[src/adcs_pkg.sv]
package adcs_pkg;
    // ----------------------------------------
    // Widths and counts
    // ----------------------------------------
    localparam int RES_W = 16;
    localparam int CHAIN_DELAY = 16;
    localparam logic [4:0] BIT_LAST = 5'h10;
    localparam logic [3:0] WR_LAST = 4'hf;
    // ----------------------------------------
    // Reset values
    // ----------------------------------------
    localparam logic [15:0] SHIFT_RST = 16'h0000;
    localparam logic [15:0] WORD_RST = 16'h0000;
    localparam logic [4:0] CNT_RST = 5'h10;
    localparam logic [3:0] WR_CNT_RST = 4'h0;
    // ----------------------------------------
    // Types
    // ----------------------------------------
    typedef enum logic [0:0] {
        ADCS_CHAIN = 1'b0,
        ADCS_CS = 1'b1
    } adcs_mode_e;
    typedef struct packed {
        logic strobe;
        logic sck;
        logic serial_data_input;
    } adcs_pins_s;
    typedef struct packed {
        logic valid;
        logic [15:0] word;
    } adcs_word_s;
endpackage : adcs_pkg

[src/adcs_serial.sv]
// How it works
// [RL1] Strobe rise starts conversion, latches mode
// [RL2] Data input low at rise: daisy-chain
// [RL3] Data input high at rise: chip-select
// [RL4] Chip-select: drive only while strobe/input low
// [RL5] Daisy-chain: results read while strobe high
// [RL6] Daisy-chain: input reaches output 16 clocks later
// [RL7] Low enable at completion arms busy indicator
// [RL8] Strobe low: capture 16-bit word, rising clock
// [RL9] Selected device shifts result on serial clock
// [RL10] Chip-select: most significant bit first
// [RL11] Output bits change after falling clock edge
// [RL12] Chip-select: release after disable or last bit
// [RL13] Completed result loads output shift register
// [RL14] Host clocks only after mode-select strobe edge
`timescale 1ns/1ps
module adcs_serial #(
    parameter int RES_WIDTH = 16
) (
    input wire logic CORE_CLK,
    input wire logic RSTN,
    input wire logic CLK_EN,
    input wire adcs_pkg::adcs_pins_s PINS,
    input wire logic CONV_DONE,
    input wire logic [15:0] CONV_RESULT,
    output logic CONV_START,
    output logic CONV_BUSY,
    output adcs_pkg::adcs_mode_e MODE,
    output logic SERIAL_DATA_OUTPUT,
    output logic SDO_OE_N,
    output adcs_pkg::adcs_word_s WRITE
);
    import adcs_pkg::*;

    // ----------------------------------------
    // Pin synchronisers and edge detection
    // ----------------------------------------
    adcs_pins_s pins_s1_reg;
    adcs_pins_s pins_s2_reg;
    logic strobe_d_reg;
    logic sck_d_reg;
    logic strobe_s;
    logic sdi_s;
    logic strobe_rise;
    logic strobe_fall;
    logic sck_rise;
    logic sck_fall;

    always_ff @(posedge CORE_CLK) begin
        if (!RSTN) begin
            pins_s1_reg <= '0;
            pins_s2_reg <= '0;
            strobe_d_reg <= 1'b0;
            sck_d_reg <= 1'b0;
        end else if (CLK_EN) begin
            pins_s1_reg <= PINS;
            pins_s2_reg <= pins_s1_reg;
            strobe_d_reg <= pins_s2_reg.strobe;
            sck_d_reg <= pins_s2_reg.sck;
        end
    end

    assign strobe_s = pins_s2_reg.strobe;
    assign sdi_s = pins_s2_reg.serial_data_input;
    assign strobe_rise = strobe_s && !strobe_d_reg;
    assign strobe_fall = !strobe_s && strobe_d_reg;
    assign sck_rise = pins_s2_reg.sck && !sck_d_reg;
    assign sck_fall = !pins_s2_reg.sck && sck_d_reg;

    // ----------------------------------------
    // Conversion start and interface mode
    // ----------------------------------------
    adcs_mode_e mode_reg;
    logic start_reg;
    logic busy_reg;

    always_ff @(posedge CORE_CLK) begin
        if (!RSTN) begin
            mode_reg <= ADCS_CS;
            start_reg <= 1'b0;
        end else if (CLK_EN) begin
            start_reg <= strobe_rise; // [RL1]
            if (strobe_rise) begin
                mode_reg <= sdi_s ? ADCS_CS : ADCS_CHAIN; // [RL1] [RL2] [RL3]
            end
        end
    end

    // A new start wins over a completion in the same cycle
    always_ff @(posedge CORE_CLK) begin
        if (!RSTN) begin
            busy_reg <= 1'b0;
        end else if (CLK_EN) begin
            if (strobe_rise) begin
                busy_reg <= 1'b1;
            end else if (CONV_DONE) begin
                busy_reg <= 1'b0;
            end
        end
    end

    // ----------------------------------------
    // Output enable tracking
    // ----------------------------------------
    logic cs_en;
    logic cs_en_d_reg;
    logic busy_ind_reg;
    logic [4:0] bit_cnt_reg;
    logic shift_en;

    assign cs_en = (mode_reg == ADCS_CS) && (!strobe_s || !sdi_s); // [RL4]
    // The fall that ends the busy flag is not a data bit
    assign shift_en = sck_fall && !busy_ind_reg;

    always_ff @(posedge CORE_CLK) begin
        if (!RSTN) begin
            cs_en_d_reg <= 1'b0;
        end else if (CLK_EN) begin
            cs_en_d_reg <= cs_en;
        end
    end

    always_ff @(posedge CORE_CLK) begin
        if (!RSTN) begin
            busy_ind_reg <= 1'b0;
        end else if (CLK_EN) begin
            if (CONV_DONE) begin
                busy_ind_reg <= cs_en; // [RL7]
            end else if (sck_fall || strobe_rise) begin
                busy_ind_reg <= 1'b0;
            end
        end
    end

    // Bit count restarts whenever the output is newly enabled
    always_ff @(posedge CORE_CLK) begin
        if (!RSTN) begin
            bit_cnt_reg <= CNT_RST;
        end else if (CLK_EN) begin
            if (strobe_rise || (cs_en && !cs_en_d_reg)) begin
                bit_cnt_reg <= 5'h00;
            end else if (shift_en && bit_cnt_reg != BIT_LAST) begin
                bit_cnt_reg <= bit_cnt_reg + 5'h01;
            end
        end
    end

    // ----------------------------------------
    // Result shift register and chain path
    // ----------------------------------------
    logic [RES_WIDTH-1:0] shift_reg;
    logic sdi_cap_reg;

    always_ff @(posedge CORE_CLK) begin
        if (!RSTN) begin
            sdi_cap_reg <= 1'b0;
        end else if (CLK_EN && sck_rise) begin
            sdi_cap_reg <= sdi_s; // [RL6]
        end
    end

    // Serving as a 16-stage delay line keeps the chain path free
    always_ff @(posedge CORE_CLK) begin
        if (!RSTN) begin
            shift_reg <= SHIFT_RST[RES_WIDTH-1:0];
        end else if (CLK_EN) begin
            if (CONV_DONE) begin
                shift_reg <= CONV_RESULT[RES_WIDTH-1:0]; // [RL13]
            end else if (shift_en) begin
                shift_reg <= {shift_reg[RES_WIDTH-2:0], sdi_cap_reg}; // [RL6] [RL11]
            end
        end
    end

    // ----------------------------------------
    // Serial output pin
    // ----------------------------------------
    logic sdo_next;
    logic oe_n_next;
    logic sdo_reg;
    logic oe_n_reg;

    always_comb begin
        if (mode_reg == ADCS_CS) begin
            if (busy_ind_reg) begin
                sdo_next = 1'b1;
            end else if (busy_reg) begin
                sdo_next = 1'b0;
            end else begin
                sdo_next = shift_reg[RES_WIDTH-1]; // [RL9] [RL10]
            end
            oe_n_next = !(cs_en && bit_cnt_reg != BIT_LAST); // [RL4] [RL12]
        end else begin
            sdo_next = shift_reg[RES_WIDTH-1]; // [RL9]
            oe_n_next = !strobe_s; // [RL5]
        end
    end

    always_ff @(posedge CORE_CLK) begin
        if (!RSTN) begin
            sdo_reg <= 1'b0;
            oe_n_reg <= 1'b1;
        end else if (CLK_EN) begin
            sdo_reg <= sdo_next;
            oe_n_reg <= oe_n_next;
        end
    end

    // ----------------------------------------
    // Programming word capture
    // ----------------------------------------
    logic [15:0] wr_shift_reg;
    logic [3:0] wr_cnt_reg;
    adcs_word_s wr_out_reg;

    always_ff @(posedge CORE_CLK) begin
        if (!RSTN) begin
            wr_shift_reg <= WORD_RST;
            wr_cnt_reg <= WR_CNT_RST;
            wr_out_reg <= '0;
        end else if (CLK_EN) begin
            wr_out_reg.valid <= 1'b0;
            if (strobe_fall) begin
                wr_cnt_reg <= WR_CNT_RST;
            end else if (!strobe_s && sck_rise) begin
                wr_shift_reg <= {wr_shift_reg[14:0], sdi_s}; // [RL8]
                wr_cnt_reg <= wr_cnt_reg + 4'h1;
                if (wr_cnt_reg == WR_LAST) begin
                    wr_out_reg.valid <= 1'b1; // [RL8]
                    wr_out_reg.word <= {wr_shift_reg[14:0], sdi_s};
                end
            end
        end
    end

    assign CONV_START = start_reg;
    assign CONV_BUSY = busy_reg;
    assign MODE = mode_reg;
    assign SERIAL_DATA_OUTPUT = sdo_reg;
    assign SDO_OE_N = oe_n_reg;
    assign WRITE = wr_out_reg;
endmodule : adcs_serial

[config.mk]
export PLATFORM = sky130hd
export DESIGN_NAME = adcs_serial
export DESIGN_NICKNAME = d
export VERILOG_FILES = /design/src/adcs_pkg.sv /design/src/adcs_serial.sv
export SDC_FILE = /design/constraint.sdc
export NUM_CORES = 1
export LEC_CHECK = 0
export BUFFER_PORTS_ARGS = -buffer_cell sky130_fd_sc_hd__buf_2
export CAP_MARGIN = 10
export CORE_MARGIN = 5
export CORE_UTILIZATION = 60
export CTS_CLUSTER_SIZE = 24
export DETAILED_ROUTE_END_ITERATION = 6
export HOLD_SLACK_MARGIN = 0.03
export PLACE_DENSITY = 0.89
export SLEW_MARGIN = 20
export SYNTH_ARGS = -nofsm -noshare
export SYNTH_HDL_FRONTEND = slang
export SYNTH_SLANG_ARGS = --single-unit
[constraint.sdc]
create_clock -name CORE_CLK -period 2.4 [get_ports CORE_CLK]
set_input_delay 0.12 -clock CORE_CLK [delete_from_list [all_inputs] [get_ports CORE_CLK]]
set_output_delay 0.12 -clock CORE_CLK [all_outputs]
set_load 0.05 [all_outputs]
==> impl_metrics.env <==
export IMPL_maxSlewViolCount=0
export IMPL_grtUsageTotal_pct=20.18
export IMPL_nNetsFinal=408
export IMPL_crit_fanout=16
export IMPL_cts_tree="yes"
export IMPL_crit_start="strobe_s$_SDFFE_PN0P_"
export IMPL_first_global_vias=2423
export IMPL_portBuffers=44
export IMPL_area_growth_pct=14.06
export IMPL_vias_per_cell=5.431
export IMPL_crit_end="wr_cnt_reg[2]$_SDFFE_PN0P_"
export IMPL_status="completed"
export IMPL_syn_inst=341
export IMPL_syn_avg_cell_area_um2=8.979
export IMPL_synth_seq_cells=73
export IMPL_powerDensity_nw_per_um2=642.0
export IMPL_antenna_cells=0
export IMPL_final_cells=457
export IMPL_gp_congestion=0.8117
export IMPL_finalSetupTns_ns=0
export IMPL_num_io_pins=45
export IMPL_antenna_found_initial=0
export IMPL_worstSetupEndpointType="flop"
export IMPL_r2r_end="wr_cnt_reg[2]$_SDFFE_PN0P_"
export IMPL_finalCritPeriodShare_pct=75.26
export IMPL_placed_cells=438
export IMPL_drt_iter0_markers=133
export IMPL_syn_area_um2=3062
export IMPL_rsz0062_at_grt="no"
export IMPL_hold_path_depth=3
export IMPL_ys_async_sr_fraction_pct=0
export IMPL_design_area_um2=3492
export IMPL_routedWlPerCell_um=12.93
export IMPL_max_freq_mhz=553.7
export IMPL_synth_edff_count=0
export IMPL_vias=2482
export IMPL_synth_fp_nets=367
export IMPL_hold_viol=0
export IMPL_ys_warn_count=0
export IMPL_routed_wl_um=5907
export IMPL_most_common_layout_cells="dfxtp_1, nand2_1, buf_2, nor2_1, mux2i_1"
export IMPL_final_common_cell="dfxtp_1"
export IMPL_yosysSeqAreaShare_pct=47.73
export IMPL_cap_violations=0
export IMPL_postCtsResizedCells=0
export IMPL_crit_chain="or3b_4 > or2_0 > o211a_1 > nor3_2"
export IMPL_post_dp_cell_area_um2=3307
export IMPL_reg2reg_from="strobe_s$_SDFFE_PN0P_"
export IMPL_largest_register_ffs=17
export IMPL_cts_htree_levels=3
export IMPL_grt_max_degree=42
export IMPL_dieArea_um2=6632
export IMPL_grt_pass1_wl_um=10400
export IMPL_vdd_drop_max_mv=0.4847
export IMPL_initial_core_util_pct=60.72
export IMPL_cp_start_kind="flop"
export IMPL_rows=26
export IMPL_r2r_setup_slack_ns=0.59
export IMPL_drive_above_1_share_pct=22.48
export IMPL_firstDrtPassIters=4
export IMPL_cts_root_buf="clkbuf_8"
export IMPL_clkLatencyLatePin_ns=0.34
export IMPL_cp_slowest_stage_delay_ns=0.50
export IMPL_finalClockSkew_ns=0.01089
export IMPL_cts_setup_buffers=0
export IMPL_drc=0
export IMPL_path_clk_slew_ns=0.08
export IMPL_setup_viol=0
export IMPL_synth_distinct_cells=45
export IMPL_cts_buffers=9
export IMPL_crit_type="flop to flop"
export IMPL_period_needed_ns=1.806
export IMPL_die_w_um=81.44
export IMPL_crit_arrival_ns=2.06
export IMPL_cpMaxStageDelayCell="or2_0"
export IMPL_reg2reg_depth=4
export IMPL_holdCritPathClass="input port to flop"
export IMPL_drtAntennaViolNets=0
export IMPL_synth_main_ff_cell="dfxtp_1"
export IMPL_hp_start="CONV_RESULT[12]"
export IMPL_die_h_um=81.44
export IMPL_place_hpwl_um=3943
export IMPL_cts_num_sinks=73
export IMPL_critPathRequiredTime_ns=2.66
export IMPL_p_leak_uw=0.001413
export IMPL_design_core_area_um2=5042
export IMPL_slew_headroom_pct=45.08
export IMPL_overflow=0
export IMPL_worstMarginPinSlew_ns=0.8238
export IMPL_clock_path_buffers=2
==> report_power, final <==
group | internal, uW | switching, uW
Clock | 369 | 427
Sequential | 1240 | 20.6
Combinational | 75.2 | 107
Total | 1690 | 555
==> critical path: cells and delay by family (launching register included) <==
family	cells	cell delay, ns
and+or+nand+nor	3	1.01
DFF	1	0.38
AOI/OAI and AO/OA	1	0.35
==> synthesized netlist by cell type (all sizes together), types with 2 or more instances <==
cell type,count,area (um^2)
o211a,2,20.02
nand2,61,229.0
a211oi,19,142.6
and4,2,17.52
mux2i,25,250.2
nand2b,2,12.51
dfxtp,73,1461
clkbuf,10,37.54
o21ai,21,153.9
o22ai,2,12.51
o21a,2,15.01
buf,14,90.08
nor2,33,126.4
nand3,18,105.1
a21oi,24,123.9
inv,6,22.52
ha,3,37.54
nor2b,3,18.77
clkinv,2,7.510
==> worst min path at each step <==
stage	endpoint	slack (ns)
after floorplan	pins_s1_reg[0]$_SDFFE_PN0P_	0.27
after global placement	pins_s1_reg[1]$_SDFFE_PN0P_	0.36
after detailed placement	pins_s1_reg[0]$_SDFFE_PN0P_	0.36
after CTS	shift_reg[12]$_SDFFE_PN0P_	0.10
after global routing	shift_reg[8]$_SDFFE_PN0P_	0.12
final	shift_reg[12]$_SDFFE_PN0P_	0.11
==> area by class of cell <==
type                       count  area (um^2)
tap                           70        87.58
sequential                    73         1461
fill                         372         1550
inverter                       8        30.03
timing repair buffer          54        315.3
multi-input combinational    236         1443
clock inverter                 4        20.02
clock buffer                  12        135.1
==> logic make-up after synthesis <==
logic type / after synthesis / synth area share [%]
mux: 25 / 8.173
fa+ha+maj: 3 / 1.226
simple gates: 127 / 19.41
compound gates: 81 / 18.31
flops: 73 / 47.73
buf+inv: 32 / 5.149
==> per-stage QoR <==
step           power [uW]  hold slack [ns]  setup slack, ns  utilization, %
2_1_floorplan        1419           0.2672           0.7810               -
3_3_place_gp         1462           0.3554           0.6514           65.58
3_5_place_dp         1469           0.3613           0.6070           65.58
4_1_cts              2265           0.1016           0.5905           69.26
5_1_grt              2349           0.1179           0.4975           69.26
6_report             2242           0.1125           0.5938           69.26
==> repair_timing <==
item	in CTS	in global routing
endpoints found under the setup margin	0	0
endpoints found under the hold margin	3	0
hold buffers	3	0
==> metal layers <==
layer / GRT usage [%] / vias to the layer above / share of wire [%]
li1: - / 1278 / -
met1: 24.03 / 1147 / 46
met2: 32.82 / 47 / 48
met3: 5.373 / 10 / 4.0
met4: 11.49 / 0 / 2.0
met5: 0 / - / 0
Note: power is estimated with default switching activity, not from simulation.
